--- src/err_inj_pkg.sv ---
// Constants, types and rate table for the bit error injector
// Operation
// - Internal source: repeat insertion instants come only from the rate generator.
// - External trigger: one error per rising edge on the auxiliary input.
// - External gate: internal timing, no insertion while auxiliary input low.
// - External sources refused unless auxiliary input configured for injection.
// - Repeat: insert at every generated instant while enabled.
// - Single: exactly one error per one-shot request.
// - Single only with internal or gate source, never with trigger source.
// - Scan: move to the next of 32 lanes after each inserted error.
// - Select: every error goes on the lane chosen by the lane number.
// - Lane number accepts 1 through 32.
// - Lane number kept while disabled, ignored in scan routing.
// - Rate is x times ten to minus n, x 1..9, n 2..12.
// - Combined channels limit exponent n to 3..12.
// - Exponent 2 forces mantissa to 1.
// - Rate kept while disabled, ignored in single and trigger modes.
// - Mixed: one area mask applied to every block.
// - Mixed alternate: separate area masks for A, B and both.
// - Alternate: insert on only A, only B, or both.
// - Sequence: insert only in one chosen block.
// - Master enable gates every path, external trigger included.
package err_inj_pkg;
    localparam int LANES        = 32;
    localparam int LANE_W       = 5;
    localparam int LANE_NUM_W   = 6;
    localparam int RATE_W       = 4;
    localparam int ACC_W        = 41;
    localparam int BLOCK_W      = 8;
    localparam int AREA_W       = 2;
    localparam logic [LANE_NUM_W-1:0] LANE_MIN = 6'h01;
    localparam logic [LANE_NUM_W-1:0] LANE_MAX = 6'h20;
    localparam logic [RATE_W-1:0] MANT_MIN     = 4'h1;
    localparam logic [RATE_W-1:0] MANT_MAX     = 4'h9;
    localparam logic [RATE_W-1:0] EXP_MIN      = 4'h2;
    localparam logic [RATE_W-1:0] EXP_MIN_COMB = 4'h3;
    localparam logic [RATE_W-1:0] EXP_MAX      = 4'hc;
    localparam logic [LANE_W-1:0] SCAN_RST     = 5'h00;
    localparam logic [ACC_W-1:0]  ACC_RST      = 41'h0;

    typedef enum logic [1:0] {SRC_INTERNAL, SRC_EXT_TRIGGER, SRC_EXT_GATE} source_e;
    typedef enum logic {VAR_REPEAT, VAR_SINGLE} variation_e;
    typedef enum logic {ROUTE_SCAN, ROUTE_SELECT} route_e;
    typedef enum logic [2:0] {PAT_PLAIN, PAT_MIXED, PAT_MIXED_ALT, PAT_ALTERNATE,
                              PAT_SEQUENCE} pattern_e;
    typedef enum logic [1:0] {ALT_ONLY_A, ALT_ONLY_B, ALT_BOTH} alt_sel_e;

    function automatic logic [ACC_W-1:0] pow10(input logic [RATE_W-1:0] n);
        case (n)
            4'h2:    pow10 = 41'h64;
            4'h3:    pow10 = 41'h3e8;
            4'h4:    pow10 = 41'h2710;
            4'h5:    pow10 = 41'h186a0;
            4'h6:    pow10 = 41'hf4240;
            4'h7:    pow10 = 41'h989680;
            4'h8:    pow10 = 41'h5f5e100;
            4'h9:    pow10 = 41'h3b9aca00;
            4'ha:    pow10 = 41'h2540be400;
            4'hb:    pow10 = 41'h174876e800;
            default: pow10 = 41'he8d4a51000;
        endcase
    endfunction
endpackage

--- src/bit_error_injector.sv ---
// Bit error injector on a 32-lane pattern word stream
`timescale 1ns/1ps
module bit_error_injector
    import err_inj_pkg::*;
(
    input  logic                  ref_clk_i,
    input  logic                  rst_i,
    input  logic                  enable_i,
    input  source_e               source_i,
    input  variation_e            variation_i,
    input  route_e                route_i,
    input  logic                  aux_is_inject_i,
    input  logic                  aux_i,
    input  logic                  single_req_i,
    input  logic [LANE_NUM_W-1:0] lane_num_i,
    input  logic [RATE_W-1:0]     rate_mantissa_i,
    input  logic [RATE_W-1:0]     rate_exponent_i,
    input  logic                  combined_i,
    input  pattern_e              pattern_i,
    input  alt_sel_e              alt_sel_i,
    input  logic [AREA_W-1:0]     area_mask_i,
    input  logic [AREA_W-1:0]     area_mask_a_i,
    input  logic [AREA_W-1:0]     area_mask_b_i,
    input  logic [AREA_W-1:0]     area_mask_ab_i,
    input  logic [BLOCK_W-1:0]    seq_block_i,
    input  logic                  in_valid_i,
    output logic                  in_ready_o,
    input  logic [LANES-1:0]      in_data_i,
    input  logic                  word_area_i,
    input  logic                  word_pat_b_i,
    input  logic [BLOCK_W-1:0]    word_block_i,
    output logic                  out_valid_o,
    input  logic                  out_ready_i,
    output logic [LANES-1:0]      out_data_o,
    output logic                  source_refused_o,
    output logic                  inserted_o,
    output logic [LANE_W-1:0]     lane_o
);
    logic [ACC_W-1:0]  acc;
    logic [ACC_W-1:0]  next_acc;
    logic [ACC_W-1:0]  acc_sum;
    logic [ACC_W-1:0]  p10;
    logic [LANE_W-1:0] scan_lane;
    logic [LANE_W-1:0] next_scan_lane;
    logic [LANE_W-1:0] sel_lane;
    logic [LANE_W-1:0] lane_idx;
    logic [LANE_W-1:0] next_lane_o;
    logic [LANE_NUM_W-1:0] lane_num_eff;
    logic [RATE_W-1:0] mant_eff;
    logic [RATE_W-1:0] exp_eff;
    logic [RATE_W-1:0] exp_floor;
    logic              aux_q;
    logic              pending;
    logic              next_pending;
    logic              single_pend;
    logic              next_single_pend;
    logic              next_inserted;
    logic              accept;
    logic              ext_src;
    logic              src_ok;
    logic              rate_active;
    logic              tick_int;
    logic              trig_edge;
    logic              rep_event;
    logic              req;
    logic              new_single;
    logic              gate_ok;
    logic              eligible;
    logic              ins;
    logic              ins_single;
    logic [LANES-1:0]  flip_mask;

    assign accept  = in_valid_i && in_ready_o;
    assign ext_src = (source_i == SRC_EXT_TRIGGER) || (source_i == SRC_EXT_GATE);
    assign src_ok  = !ext_src || aux_is_inject_i;
    assign source_refused_o = !src_ok;

    // Rate setting clamp; the ports hold it while disabled
    always_comb begin
        exp_floor = combined_i ? EXP_MIN_COMB : EXP_MIN;
        exp_eff   = rate_exponent_i;
        if (exp_eff < exp_floor) begin
            exp_eff = exp_floor;
        end
        if (exp_eff > EXP_MAX) begin
            exp_eff = EXP_MAX;
        end
        mant_eff = rate_mantissa_i;
        if (mant_eff < MANT_MIN) begin
            mant_eff = MANT_MIN;
        end
        if (mant_eff > MANT_MAX) begin
            mant_eff = MANT_MAX;
        end
        if (exp_eff == EXP_MIN) begin
            mant_eff = MANT_MIN;
        end
    end

    // Accumulate 32*x per word against 10^n; at most one hit per word since 32*x < 10^n
    assign p10         = pow10(exp_eff);
    assign acc_sum     = acc + ACC_W'({mant_eff, 5'h00});
    assign rate_active = enable_i && (variation_i == VAR_REPEAT)
                         && (source_i != SRC_EXT_TRIGGER);
    assign tick_int    = rate_active && accept && (acc_sum >= p10);

    always_comb begin
        next_acc = acc;
        if (!rate_active) begin
            next_acc = ACC_RST;
        end else if (accept) begin
            next_acc = (acc_sum >= p10) ? (acc_sum - p10) : acc_sum;
        end
    end

    assign trig_edge = aux_i && !aux_q;
    assign gate_ok   = (source_i != SRC_EXT_GATE) || aux_i;

    always_comb begin
        rep_event = 1'b0;
        // Trigger edges insert whatever the variation; internal ticks already need repeat
        if (enable_i && src_ok) begin
            case (source_i)
                SRC_INTERNAL:    rep_event = tick_int;
                SRC_EXT_GATE:    rep_event = tick_int && aux_i;
                SRC_EXT_TRIGGER: rep_event = trig_edge;
                default:         rep_event = 1'b0;
            endcase
        end
    end

    assign new_single = enable_i && src_ok && single_req_i && (variation_i == VAR_SINGLE)
                        && (source_i != SRC_EXT_TRIGGER);
    assign req = pending || rep_event;

    // Area and block qualification of the current word
    always_comb begin
        case (pattern_i)
            PAT_MIXED: begin
                eligible = area_mask_i[word_area_i];
            end
            PAT_MIXED_ALT: begin
                case (alt_sel_i)
                    ALT_ONLY_A: eligible = !word_pat_b_i && area_mask_a_i[word_area_i];
                    ALT_ONLY_B: eligible = word_pat_b_i && area_mask_b_i[word_area_i];
                    default:    eligible = area_mask_ab_i[word_area_i];
                endcase
            end
            PAT_ALTERNATE: begin
                case (alt_sel_i)
                    ALT_ONLY_A: eligible = !word_pat_b_i;
                    ALT_ONLY_B: eligible = word_pat_b_i;
                    default:    eligible = 1'b1;
                endcase
            end
            PAT_SEQUENCE: begin
                eligible = (word_block_i == seq_block_i);
            end
            default: begin
                eligible = 1'b1;
            end
        endcase
    end

    assign ins        = enable_i && src_ok && accept && eligible && gate_ok
                        && (req || single_pend);
    assign ins_single = ins && !req && single_pend;

    // A new request in the cycle of consumption stays pending
    always_comb begin
        next_pending     = enable_i && src_ok && (ins ? (pending && rep_event) : req);
        next_single_pend = enable_i && src_ok && (source_i != SRC_EXT_TRIGGER)
                           && (variation_i == VAR_SINGLE)
                           && (new_single || (single_pend && !ins_single));
    end

    // Lane choice; out-of-range lane numbers saturate
    always_comb begin
        lane_num_eff = lane_num_i;
        if (lane_num_eff < LANE_MIN) begin
            lane_num_eff = LANE_MIN;
        end
        if (lane_num_eff > LANE_MAX) begin
            lane_num_eff = LANE_MAX;
        end
        sel_lane       = LANE_W'(lane_num_eff - LANE_MIN);
        lane_idx       = (route_i == ROUTE_SCAN) ? scan_lane : sel_lane;
        next_scan_lane = ins ? (scan_lane + 5'h01) : scan_lane;
        next_lane_o    = ins ? lane_idx : lane_o;
        next_inserted  = ins;
    end

    genvar gi;
    generate
        for (gi = 0; gi < LANES; gi++) begin : g_flip
            assign flip_mask[gi] = ins && (lane_idx == LANE_W'(gi));
        end
    endgenerate

    pair_buffer #(
        .W(LANES)
    ) u_buf (
        .ref_clk_i  (ref_clk_i),
        .rst_i      (rst_i),
        .in_valid_i (in_valid_i),
        .in_ready_o (in_ready_o),
        .in_data_i  (in_data_i ^ flip_mask),
        .out_valid_o(out_valid_o),
        .out_ready_i(out_ready_i),
        .out_data_o (out_data_o)
    );

    always_ff @(posedge ref_clk_i) begin
        if (rst_i) begin
            acc         <= ACC_RST;
            aux_q       <= 1'b0;
            pending     <= 1'b0;
            single_pend <= 1'b0;
            scan_lane   <= SCAN_RST;
            lane_o      <= SCAN_RST;
            inserted_o  <= 1'b0;
        end else begin
            acc         <= next_acc;
            aux_q       <= aux_i;
            pending     <= next_pending;
            single_pend <= next_single_pend;
            scan_lane   <= next_scan_lane;
            lane_o      <= next_lane_o;
            inserted_o  <= next_inserted;
        end
    end

    AST_ENABLE_GATES: assert property (@(posedge ref_clk_i) disable iff (rst_i)
        !enable_i |=> !inserted_o && !pending && !single_pend)
        else $error("Insertion while disabled");

    AST_AUX_REFUSED: assert property (@(posedge ref_clk_i) disable iff (rst_i)
        (ext_src && !aux_is_inject_i) |=> !inserted_o)
        else $error("External source used without aux configured");

    AST_GATE_LOW: assert property (@(posedge ref_clk_i) disable iff (rst_i)
        (source_i == SRC_EXT_GATE && !aux_i) |=> !inserted_o)
        else $error("Insertion while gate input low");

    AST_TRIG_NO_SINGLE: assert property (@(posedge ref_clk_i) disable iff (rst_i)
        (source_i == SRC_EXT_TRIGGER) |=> !single_pend)
        else $error("Single request held in trigger mode");

    AST_SINGLE_ONCE: assert property (@(posedge ref_clk_i) disable iff (rst_i)
        (ins_single && !new_single) |=> !single_pend ##1 !inserted_o || rep_event)
        else $error("Single request produced more than one error");

    AST_SCAN_STEP: assert property (@(posedge ref_clk_i) disable iff (rst_i)
        (ins && route_i == ROUTE_SCAN) |=> scan_lane == $past(scan_lane) + 5'h01)
        else $error("Scan lane did not advance");

    AST_SELECT_LANE: assert property (@(posedge ref_clk_i) disable iff (rst_i)
        (ins && route_i == ROUTE_SELECT) |=> lane_o == LANE_W'($past(lane_num_eff) - LANE_MIN))
        else $error("Error placed off the selected lane");

    AST_ONE_BIT: assert property (@(posedge ref_clk_i) disable iff (rst_i)
        ins |-> $onehot(flip_mask))
        else $error("Inserted error does not flip exactly one bit");

    AST_RATE_RANGE: assert property (@(posedge ref_clk_i) disable iff (rst_i)
        exp_eff >= (combined_i ? EXP_MIN_COMB : EXP_MIN) && exp_eff <= EXP_MAX
        && (exp_eff != EXP_MIN || mant_eff == MANT_MIN))
        else $error("Effective rate setting out of range");

    AST_SEQ_BLOCK: assert property (@(posedge ref_clk_i) disable iff (rst_i)
        (ins && pattern_i == PAT_SEQUENCE) |-> word_block_i == seq_block_i)
        else $error("Sequence insertion outside chosen block");

    AST_TRIG_EDGE: assert property (@(posedge ref_clk_i) disable iff (rst_i)
        (enable_i && src_ok && source_i == SRC_EXT_TRIGGER && trig_edge) |=> pending || inserted_o)
        else $error("Trigger edge lost");

    AST_HIT_ONCE: assert property (@(posedge ref_clk_i) disable iff (rst_i)
        (ins && rep_event && !pending) |=> !pending)
        else $error("Consumed hit left a request pending");

    AST_REPEAT_HIT: assert property (@(posedge ref_clk_i) disable iff (rst_i)
        (tick_int && src_ok && source_i == SRC_INTERNAL && eligible) |=> inserted_o)
        else $error("Internal hit on an eligible word not inserted");

    AST_SINGLE_SET: assert property (@(posedge ref_clk_i) disable iff (rst_i)
        new_single |=> single_pend)
        else $error("Single request not held");

    AST_RATE_IDLE: assert property (@(posedge ref_clk_i) disable iff (rst_i)
        !rate_active |=> acc == ACC_RST)
        else $error("Rate accumulator ran while rate unused");

    AST_GATE_HOLD: assert property (@(posedge ref_clk_i) disable iff (rst_i)
        (enable_i && src_ok && source_i == SRC_EXT_GATE && !aux_i && pending) |=> pending)
        else $error("Pending request dropped while gate low");

    AST_LANE_HOLD: assert property (@(posedge ref_clk_i) disable iff (rst_i)
        !ins |=> lane_o == $past(lane_o))
        else $error("Lane changed without an insertion");

    AST_SCAN_HOLD: assert property (@(posedge ref_clk_i) disable iff (rst_i)
        !ins |=> scan_lane == $past(scan_lane))
        else $error("Scan lane moved without an insertion");
endmodule

--- src/pair_buffer.sv ---
// Two-entry buffer with valid and ready on both sides
`timescale 1ns/1ps
module pair_buffer #(
    parameter int W = 32
) (
    input  logic         ref_clk_i,
    input  logic         rst_i,
    input  logic         in_valid_i,
    output logic         in_ready_o,
    input  logic [W-1:0] in_data_i,
    output logic         out_valid_o,
    input  logic         out_ready_i,
    output logic [W-1:0] out_data_o
);
    logic [W-1:0] mem [2];
    logic [W-1:0] next_mem [2];
    logic         wr_ptr;
    logic         rd_ptr;
    logic [1:0]   count;
    logic         next_wr_ptr;
    logic         next_rd_ptr;
    logic [1:0]   next_count;
    logic         push;
    logic         pop;

    assign in_ready_o  = (count != 2'h2);
    assign out_valid_o = (count != 2'h0);
    assign out_data_o  = mem[rd_ptr];
    assign push        = in_valid_i && in_ready_o;
    assign pop         = out_valid_o && out_ready_i;

    always_comb begin
        next_mem    = mem;
        next_wr_ptr = wr_ptr;
        next_rd_ptr = rd_ptr;
        next_count  = count;
        if (push) begin
            next_mem[wr_ptr] = in_data_i;
            next_wr_ptr      = !wr_ptr;
        end
        if (pop) begin
            next_rd_ptr = !rd_ptr;
        end
        case ({push, pop})
            2'b10:   next_count = count + 2'h1;
            2'b01:   next_count = count - 2'h1;
            default: next_count = count;
        endcase
    end

    // Storage needs no reset; count alone decides what is valid
    always_ff @(posedge ref_clk_i) begin
        mem <= next_mem;
        if (rst_i) begin
            wr_ptr <= 1'b0;
            rd_ptr <= 1'b0;
            count  <= 2'h0;
        end else begin
            wr_ptr <= next_wr_ptr;
            rd_ptr <= next_rd_ptr;
            count  <= next_count;
        end
    end
endmodule

--- config.mk ---
export PLATFORM = sky130hd
export DESIGN_NAME = bit_error_injector
export DESIGN_NICKNAME = d
export VERILOG_FILES = /design/src/err_inj_pkg.sv /design/src/bit_error_injector.sv /design/src/pair_buffer.sv
export SDC_FILE = /design/constraint.sdc
export NUM_CORES = 1
export LEC_CHECK = 0
export BUFFER_PORTS_ARGS = -buffer_cell sky130_fd_sc_hd__buf_2
export CORE_AREA = 2 2 190 192
export CTS_BUF_LIST = sky130_fd_sc_hd__clkbuf_2
export DETAILED_ROUTE_END_ITERATION = 8
export DIE_AREA = 0 0 192 194
export PLACE_DENSITY_LB_ADDON = 0.05
export SLEW_MARGIN = 20
export SYNTH_ARGS = -nofsm -noshare
export SYNTH_HDL_FRONTEND = slang
export SYNTH_SLANG_ARGS = --single-unit
--- constraint.sdc ---
create_clock -name ref_clk_i -period 12.1 [get_ports ref_clk_i]
set_input_delay 2.42 -clock ref_clk_i [delete_from_list [all_inputs] [get_ports ref_clk_i]]
set_output_delay 2.42 -clock ref_clk_i [all_outputs]
set_load 0.01 [all_outputs]
==> summary.md, run 1 <==
| Metric | Value |
|---|---|
| Status | `complete, no violations` |
| Clock Sinks | `121` |
| Slew at the pin with the worst max-slew slack | `1.03 ns` |
| Most used cell, CP | `inv_1` |
| Largest net degree at the start of global routing | `60` |
| Post-synth top area share | `19.7%` |
| Ys async rst share | `0%` |
| Post-synthesis compound-gate area fraction | `23.5%` |
| Setup_tns | `0 ns` |
| Share of layout cells above drive strength 1 | `21.9%` |
| Synth Warn # | `0` |
| CTS H-Tree Depth | `4` |
| DP Area | `0.0109 mm2` |
| Final setup viols | `0` |
| VDD IR max | `0.102 mV` |
| First-pass GRT wire length | `48100 um` |
| MaxCap Viol Count | `0` |
| Cell taking the most area after synthesis | `edfxtp_1` |
| Number of DRC markers in iteration 0 | `511` |
| Crit-path leading delay family | `simple AND/OR/NAND/NOR gates` |
| Predominant post-synthesis flop cell | `edfxtp_1` |
| Lkg Pwr | `4.48 nW` |
| Cts hold-fix bufs | `0` |
| CTS root buf | `clkbuf_2` |
| Cells after synthesis | `1084` |
| Critical path class | `input port to flip-flop` |
| WP buf/inv | `6` |
| Final GP Congestion | `0.777` |
| HP Class | `flip-flop to flip-flop` |
| Number of enable flip-flop cells after synthesis | `64` |
| Net Count, Synth | `1232` |
| Dpl ws | `2.00 ns` |
| First-pass DRT Iterations | `6` |
| Synthesized cell area | `0.00977 mm2` |
| FF+latch count, synth | `121` |
| Final Core Density | `31.5%` |
| GRT Util Overall | `16.8%` |
| Top-Level Pins | `131` |
| Post_cts resized | `0` |
| CP startpoint kind | `input port` |
| Critical-path maximum fanout | `33` |
| RSZ-0062 raised after global routing | `false` |
| CTS tree | `yes` |
| Clock tree buffer depth | `2` |
| Core Region | `0.0352 mm2` |
| Mux contribution to synthesized area | `7.67%` |
| Arrival time at the worst endpoint | `10.00 ns` |
| Area Growth Syn to Fin | `13.6%` |
| Fmax | `0.106 GHz` |
| Vias in the first global route | `8253` |
| ANT nets after route | `0` |
| Max Transition Viols Final | `0` |
| Initial core utilization | `27.7%` |
| Die extent in x | `192 um` |
| PwrDens | `112 mW/mm2` |
| Post-route cell area | `0.0111 mm2` |
| GR Overflow Total | `0` |
| Syn avg cell area | `9.01 um2` |
| Largest family of logic cells by synthesized area | `compound AO/OA/AOI/OAI gates` |
| Final Hold Viols | `0` |
| Site Rows | `69` |
| Area share of and/or/nand/nor cells after synthesis | `16.5%` |
| Wire length per cell | `18.9 um` |
| Number of vias in the routed layout | `8498` |
| Total detailed-routing wirelength | `31500 um` |
| Synth area leaders | `edfxtp_1 20%, dfxtp_1 12%, ha_1 7.2%` |
| Max stage delay on crit path | `0.81 ns` |
| Count of cell types in the netlist | `73` |
| CTS buffer count | `17` |
| Kind of end point of the critical path | `flip-flop` |
| Die area | `0.0372 mm2` |
| Clock skew | `0.0555 ns` |
| Post-CTS Setup Bufs | `0` |
| Crit path time final | `9.43 ns` |
| Worst EP required | `12.67 ns` |
| Most frequent cells in the layout | `130 x buf_2, 91 x a21oi_1, 75 x nand2_1` |
| Worst-path clk slew | `0.27 ns` |
| PortBufs | `130` |
| Post-DP HPWL | `23700 um` |
| Vias/cell | `5.11` |
| Max-slew headroom | `30.9%` |
| Post-route setup slack | `2.67 ns` |
| Slowest CP cell | `or2_2` |
| Initial antenna violation count | `1` |
| Residual DRC | `0` |
| Tcrit/Tclk final | `77.9%` |
| Fin nets | `1335` |
| Commonest non-fill, non-tap cell in the layout | `buf_2` |
| Adder-cell share of the synthesized area | `7.68%` |
| Clock latency on the worst-skew pair | `0.72 ns` |
| Die Y | `194 um` |
| XOR/XNOR share of the synthesized area | `9.23%` |
| Sequential fraction of the synthesis area | `31.4%` |
-- stage by stage --
stage | std cells | hold slack, ns | total power [mW]
final | 1662 | 0.479 | 1.25
after global routing | 1662 | 0.497 | 1.33
after CTS | 1661 | 0.484 | 1.27
after detailed placement | 1629 | 0.456 | 0.989
after global placement | 1629 | 0.452 | 0.993
after floorplan | 1084 | 0.465 | 0.823
-- flip-flops by register name (all words and copies together) (netlist names) --
signal        flops
single_pend       1
u_buf.wr_ptr      1
pending           1
u_buf.count       2
lane_o            5
u_buf.rd_ptr      1
acc              39
inserted_o        1
scan_lane         5
u_buf.mem        64
aux_q             1
-- kinds of logic after synthesis --
logic type               after synthesis
multiplexers                          70
AO/OA/AOI/OAI                        315
adder cells (fa/ha/maj)               59
flip-flops                           121
AND/OR/NAND/NOR                      319
XOR/XNOR                             103
buffers and inverters                 97
-- final timing paths --
| kind | start | end | slack, ns | cells after the start |
|---|---|---|---|---|
| worst max-delay path | rate_exponent_i[3] | acc[26] | 2.67 | 28 |
| worst min-delay path | lane_o[1] | lane_o[1] | 0.48 | 2 |
| worst max register to register | acc[5] | acc[26] | 5.79 | 21 |
| worst min register to register | lane_o[1] | lane_o[1] | 0.48 | 2 |
-- synthesized netlist by cell type (39+ instances only) --
cell	n
a21o_1	39
a21oi_1	91
clkbuf_1	40
dfxtp_1	57
edfxtp_1	64
ha_1	56
nand2_1	75
nand3_1	41
nor2_1	69
o21ai_0	64
xnor2_1	51
xor2_1	52
-- layer usage --
| metal | share of wire [%] | GRT usage (%) | vias up |
|---|---|---|---|
| met3 | 3.0 | 2.52 | 17 |
| met2 | 46 | 27.5 | 153 |
| met1 | 50 | 23.6 | 4062 |
| met4 | 0.97 | 2.80 | 0 |
| li1 | - | - | 4266 |
| met5 | 0 | 0 | - |
-- worst min-delay path, delay by kind of cell (launching register included) --
family,cells,cell delay [ns]
flops,1,0.37
simple gates,1,0.05
mux,1,0.06
-- area by class of cell --
cell class / count / area [um2]
Multi-Input combinational cell: 866 / 6330
Tap cell: 461 / 577
Timing Repair Buffer: 141 / 733
Clock inverter: 15 / 154
Inverter: 40 / 150
Clock buffer: 17 / 85.1
Fill cell: 3818 / 24100
Antenna cell: 1 / 2.50
Sequential cell: 121 / 3060
-- report_power, final --
group | internal (mW) | total [mW] | switching (mW)
registers | 0.483 | 0.498 | 0.0157
clock network | 0.0681 | 0.272 | 0.204
logic | 0.187 | 0.477 | 0.290
Note: power is estimated with default switching activity, not from simulation.
==> run 2: changes to the inputs <==
- ABC_AREA: not set -> 1
- CORE_AREA: 2 2 190 192 -> 2 2 194 196
- DIE_AREA: 0 0 192 194 -> 0 0 196 198
- clock period: 12.1 -> 9.5 ns (I/O delays scaled with it)
==> run 2 against run 1 <==
  * Combinational power increased by 6.9%
  * First-iteration DRC count increased by 5.1%
  * Die area increased by 4.2%
  * Non-clock buffer count increased by 2
  * Clock skew increased by 0.0053 ns
  * Core utilization decreased by 0.14 points
  * Worst setup slack got worse by 1.4 ns
  * Critical path depth increased by 9
  * Area after synthesis increased by 3.7%
  * Wire length increased by 18%
  * Worst hold slack improved by 0.014 ns
  * Critical path type unchanged
  * Critical endpoint is now u_buf.mem[59]
  * Largest power group unchanged
  * Highest routed layer is now met5
==> summary.md, run 2 <==
| Metric | Value |
|---|---|
| Status | `complete, no violations` |
| Post_cts resized | `0` |
| CP startpoint kind | `input port` |
| Predominant post-synthesis flop cell | `edfxtp_1` |
| Post-Layout Cell Count | `2156` |
| Max stage delay on crit path | `0.42 ns` |
| Final Hold Viols | `0` |
| PwrDens | `129 mW/mm2` |
| Sequential fraction of the synthesis area | `30.2%` |
| Share of layout cells above drive strength 1 | `12.7%` |
| PortBufs | `130` |
| Number of vias in the routed layout | `10288` |
| Largest net degree at the start of global routing | `46` |
| Number of DRC markers in iteration 0 | `537` |
| Max Transition Viols Final | `0` |
| FF+latch count, synth | `121` |
| Count of cell types in the netlist | `46` |
| CTS root buf | `clkbuf_2` |
| Final GP Congestion | `0.897` |
| Top-Level Pins | `131` |
| Final setup viols | `0` |
| Worst EP required | `10.07 ns` |
| Top cells by count, synth | `448 x nand2_1, 195 x inv_1, 171 x nor2_1` |
| ANT nets after route | `0` |
| Largest register FFs | `64` |
| Biggest regs | `u_buf.mem x64, acc x39` |
| First-pass GRT wire length | `58200 um` |
| Cells after synthesis | `1545` |
| Arrival time at the worst endpoint | `8.77 ns` |
| Commonest non-fill, non-tap cell in the layout | `nand2_1` |
| Post-synth top area share | `19.0%` |
| Fmax | `0.122 GHz` |
| Power Total | `1.50 mW` |
| Clock latency on the worst-skew pair | `0.73 ns` |
| Fin nets | `1815` |
| Initial core utilization | `27.4%` |
| Lkg Pwr | `5.59 nW` |
| VDD IR max | `0.0558 mV` |
| Slowest CP cell | `nor2_1` |
| Fillers | `4132` |
| Cts hold-fix bufs | `0` |
| Hold path startpoint | `scan_lane[4]` |
| Worst Reg-to-Reg Cells | `28` |
| Slew at the pin with the worst max-slew slack | `0.788 ns` |
| Critical-path maximum fanout | `20` |
| CTS tree | `yes` |
| Core Region | `0.0370 mm2` |
| Post-DP HPWL | `29500 um` |
| CTS buffer count | `17` |
| Site Rows | `71` |
| Ys async rst share | `0%` |
| Net Count, Synth | `1693` |
| Crit path time final | `8.20 ns` |
| Final Core Density | `31.4%` |
| Hold Path Stages | `2` |
| Residual DRC | `0` |
| Tcrit/Tclk final | `86.3%` |
| Die extent in x | `196 um` |
| Wire length per cell | `17.3 um` |
| Worst-path clk slew | `0.19 ns` |
| Cell taking the most area after synthesis | `edfxtp_1` |
| Critical path class | `input port to flip-flop` |
| RSZ-0062 raised after global routing | `false` |
| Die Y | `198 um` |
| Initial antenna violation count | `3` |
| Post-CTS Setup Bufs | `0` |
| Hold Worst Slack | `0.492 ns` |
| Clock skew | `0.0608 ns` |
| Total detailed-routing wirelength | `37300 um` |
| Synth area leaders | `edfxtp_1 19%, nand2_1 17%, dfxtp_1 11%` |
| Die area | `0.0388 mm2` |
| Vias/cell | `4.77` |
| First-pass DRT Iterations | `7` |
| Area Growth Syn to Fin | `14.5%` |
| Placed Cells | `2122` |
| R2r startpoint | `acc[5]` |
| Synth Warn # | `0` |
| Syn avg cell area | `6.55 um2` |
| Max-slew headroom | `47.4%` |
| Top reg by flops | `u_buf.mem` |
| Vias in the first global route | `10406` |
| Kind of end point of the critical path | `flip-flop` |
| Most frequent cells in the layout | `448 x nand2_1, 195 x inv_1, 168 x nor2_1` |
| Clock tree buffer depth | `2` |
| Clock Sinks | `121` |
| MaxCap Viol Count | `0` |
| Crit path launch | `rate_exponent_i[3]` |
| HP Class | `flip-flop to flip-flop` |
| Most common cell in the synthesized netlist | `nand2_1` |
| Number of enable flip-flop cells after synthesis | `64` |
| Setup_tns | `0 ns` |
| CTS H-Tree Depth | `4` |
| GRT Util Overall | `19.6%` |
| GR Overflow Total | `0` |
| Synthesized cell area | `0.0101 mm2` |
| Most used cell, CP | `nand2_1` |
run 2: changes by cell type after synthesis, sizes merged, moves of 34 or more:
cell and delta:
a2111oi -35, xnor2 -34, inv +159, nor2 +107, nand2 +385, mux2 -39, nand3 +91
run 2: cell type report:
| cell class | instances | area (um2) | share of cell area, % |
|---|---|---|---|
| diodes | 2 | 5.00 | 0.0432 |
| clock buffers | 17 | 85.1 | 0.734 |
| clock inverters | 15 | 188 | 1.62 |
| inverters | 200 | 751 | 6.48 |
| multi-input cells | 1184 | 6150 | 53.0 |
| flip-flops and latches | 121 | 3060 | 26.4 |
| well taps | 474 | 593 | 5.12 |
| repair buffers | 143 | 761 | 6.56 |
run 2: through the flow:
stage               setup slack [ns]  area [um2]
floorplan                       2.33       10100
global placement               0.812       11300
detailed placement             0.614       11300
CTS                             1.39       11600
global route                   0.698       11600
finish                          1.30       11600
run 2: critical path: cells and delay by family:
kind | cells | cell delay (ns)
compound gates | 3 | 0.88
xor+xnor | 1 | 0.20
fa+ha+maj | 4 | 1.24
buf+inv | 7 | 1.16
simple gates | 22 | 3.35
run 2: kinds of logic (layout without fill, tap and decap cells):
logic type | Yosys count | after routing | share of synthesized area, %
other cells | 0 | 2 | 0
simple gates | 842 | 842 | 35.4
fa+ha+maj | 58 | 58 | 7.31
buf+inv | 240 | 375 | 9.28
compound gates | 216 | 216 | 11.9
xor+xnor | 68 | 68 | 5.88
flops | 121 | 121 | 30.2
run 2: worst paths after layout:
kind | endpoint | slack [ns]
max reg2reg | u_buf.mem[59] | 3.91
min reg2reg | scan_lane[4] | 0.49
min | scan_lane[4] | 0.49
max | u_buf.mem[59] | 1.30
run 2: routing by layer:
| layer | share of wire (%) | track usage (%) | vias up |
|---|---|---|---|
| met2 | 48 | 34.3 | 241 |
| met5 | 0.035 | 0 | - |
| met4 | 3.1 | 7.46 | 2 |
| li1 | - | - | 5282 |
| met1 | 46 | 24.8 | 4714 |
| met3 | 3.8 | 2.21 | 49 |
run 2: report_power, final:
group | internal (mW) | switching [mW]
combinational | 0.154 | 0.357
clock | 0.152 | 0.234
sequential | 0.593 | 0.0115
total | 0.898 | 0.602
==> run 3: changes to the inputs <==
--- a/config.mk
+++ b/config.mk
@@ -8,8 +8,8 @@
 export ABC_AREA = 1
 export BUFFER_PORTS_ARGS = -buffer_cell sky130_fd_sc_hd__buf_2
-export CORE_AREA = 2 2 194 196
+export CORE_AREA = 2 2 164 231
 export CTS_BUF_LIST = sky130_fd_sc_hd__clkbuf_2
 export DETAILED_ROUTE_END_ITERATION = 8
-export DIE_AREA = 0 0 196 198
+export DIE_AREA = 0 0 166 233
 export PLACE_DENSITY_LB_ADDON = 0.05
 export SLEW_MARGIN = 20
==> constraint.sdc (replaced) <==
create_clock -name ref_clk_i -period 9.5 [get_ports ref_clk_i]
set_input_delay 1.425 -clock ref_clk_i [delete_from_list [all_inputs] [get_ports ref_clk_i]]
set_output_delay 1.425 -clock ref_clk_i [all_outputs]
set_load 0.01 [all_outputs]
==> run 3 against run 2 <==
  * Global-route usage is 0.12 points higher
  * First-iteration DRC count is 12% lower
  * Sequential power about the same
  * Highest routed layer is now met4
==> summary.md, run 3 (synthesis results as in run 2) <==
| Metric | Value |
|---|---|
| Top reg by flops | `u_buf.mem` |
| CTS root buf | `clkbuf_2` |
| Fin nets | `1813` |
| Final Hold Viols | `0` |
| Initial antenna violation count | `1` |
| Worst EP required | `10.11 ns` |
| Max stage delay on crit path | `0.67 ns` |
| Slowest CP cell | `inv_2` |
| Site Rows | `83` |
| Clock Sinks | `121` |
| Biggest regs | `u_buf.mem x64, acc x39` |
| Vias in the first global route | `10557` |
| Vias/cell | `4.79` |
| Fmax | `0.130 GHz` |
| PortBufs | `130` |
| R2r startpoint | `acc[5]` |
| Worst Reg-to-Reg Cells | `28` |
| Commonest non-fill, non-tap cell in the layout | `nand2_1` |
| Critical-path maximum fanout | `39` |
| Setup_tns | `0 ns` |
| Arrival time at the worst endpoint | `8.30 ns` |
| Hold path startpoint | `scan_lane[4]` |
| Critical path class | `input port to flip-flop` |
| Status | `complete, no violations` |
| Hold Path Stages | `2` |
| Largest register FFs | `64` |
| Max Transition Viols Final | `0` |
| Lkg Pwr | `5.60 nW` |
| RSZ-0062 raised after global routing | `false` |
| Tcrit/Tclk final | `80.9%` |
| Initial core utilization | `27.8%` |
| Hold EP | `scan_lane[4]` |
| Clock skew | `0.0393 ns` |
| PwrDens | `131 mW/mm2` |
| ANT nets after route | `0` |
| Crit path time final | `7.69 ns` |
| Share of layout cells above drive strength 1 | `12.3%` |
| CTS buffer count | `17` |
| Number of DRC markers in iteration 0 | `471` |
| Slew at the pin with the worst max-slew slack | `0.894 ns` |
| Largest net degree at the start of global routing | `46` |
| Residual DRC | `0` |
| Flop2flop setup slack | `3.95 ns` |
| First-pass GRT wire length | `58800 um` |
| Number of vias in the routed layout | `10287` |
| First-pass DRT Iterations | `5` |
| MaxCap Viol Count | `0` |
| Clock tree buffer depth | `2` |
| RR Endpoint | `u_buf.mem[10]` |
| Final GP Congestion | `0.960` |
| Wire length per cell | `17.7 um` |
| Post-CTS Setup Bufs | `0` |
| Total detailed-routing wirelength | `37900 um` |
| Area Growth Syn to Fin | `14.3%` |
| GR Overflow Total | `0` |
| Most used cell, CP | `nand2_1` |
| Fillers | `4109` |
| Kind of end point of the critical path | `flip-flop` |
| CTS H-Tree Depth | `4` |
| Post-DP HPWL | `30400 um` |
| Die area | `0.0387 mm2` |
| Final Core Density | `31.8%` |
| Most frequent cells in the layout | `448 x nand2_1, 195 x inv_1, 168 x nor2_1` |
| Max-slew headroom | `40.3%` |
| Final setup viols | `0` |
| Die Y | `233 um` |
| Top-Level Pins | `131` |
| Clock latency on the worst-skew pair | `0.76 ns` |
| VDD IR max | `0.0749 mV` |
| Cts hold-fix bufs | `0` |
| Die extent in x | `166 um` |
| Post_cts resized | `0` |
| Core Region | `0.0365 mm2` |
| CTS tree | `yes` |
| CP startpoint kind | `input port` |
| HP Class | `flip-flop to flip-flop` |
| Worst-path clk slew | `0.16 ns` |
| GRT Util Overall | `19.8%` |
==> run 3: where the power goes <==
part           internal (mW)  switching, mW
registers              0.593         0.0119
logic                  0.152          0.355
clock network          0.198          0.202
==> run 3: cell type report <==
cell class / count / area [um2] / area share [%]
well taps: 467 / 584 / 5.05
repair buffers: 141 / 746 / 6.44
flip-flops and latches: 121 / 3060 / 26.5
diodes: 1 / 2.50 / 0.0216
multi-input cells: 1184 / 6150 / 53.1
clock buffers: 20 / 100 / 0.865
inverters: 200 / 751 / 6.48
clock inverters: 12 / 179 / 1.55
==> run 3: worst max-delay path, delay by kind of cell <==
family | cells | cell delay (ns)
adder cells (fa/ha/maj) | 4 | 1.21
AO/OA/AOI/OAI | 3 | 0.63
XOR/XNOR | 1 | 0.22
AND/OR/NAND/NOR | 22 | 3.43
buffers and inverters | 7 | 1.33
==> run 3: worst max-delay path by stage <==
stage | start | to | slack [ns] | depth (start not counted)
after floorplan | rate_exponent_i[3] | u_buf.mem[30] | 2.81 | 40
after global placement | rate_exponent_i[3] | u_buf.mem[10] | 1.19 | 37
after detailed placement | rate_exponent_i[3] | u_buf.mem[38] | 1.02 | 37
after CTS | rate_exponent_i[3] | u_buf.mem[38] | 1.87 | 37
after global routing | rate_exponent_i[3] | u_buf.mem[38] | 0.92 | 37
final | rate_exponent_i[3] | u_buf.mem[10] | 1.81 | 37
==> run 3: layer usage <==
layer / up-vias / part of all wire (%) / global-route usage, % / wire length, um
met2: 221 / 54 / 38.1 / 20300
met1: 4727 / 40 / 21.2 / 15000
met5: - / 0 / 0 / 0
li1: 5276 / - / - / -
met3: 63 / 2.4 / 2.45 / 926
met4: 0 / 4.4 / 9.38 / 1670
==> run 3: metrics by stage <==
stage | instance area [um2] | cells | total power, mW | hold WS, ns | setup slack [ns]
4_1_cts | 11600 | 2145 | 1.54 | 0.481 | 1.87
5_1_grt | 11600 | 2146 | 1.61 | 0.511 | 0.924
6_report | 11600 | 2146 | 1.51 | 0.480 | 1.81
3_5_place_dp | 11300 | 2113 | 1.13 | 0.459 | 1.02
3_3_place_gp | 11300 | 2112 | 1.13 | 0.470 | 1.19
2_1_floorplan | 10100 | 1545 | 0.924 | 0.439 | 2.81
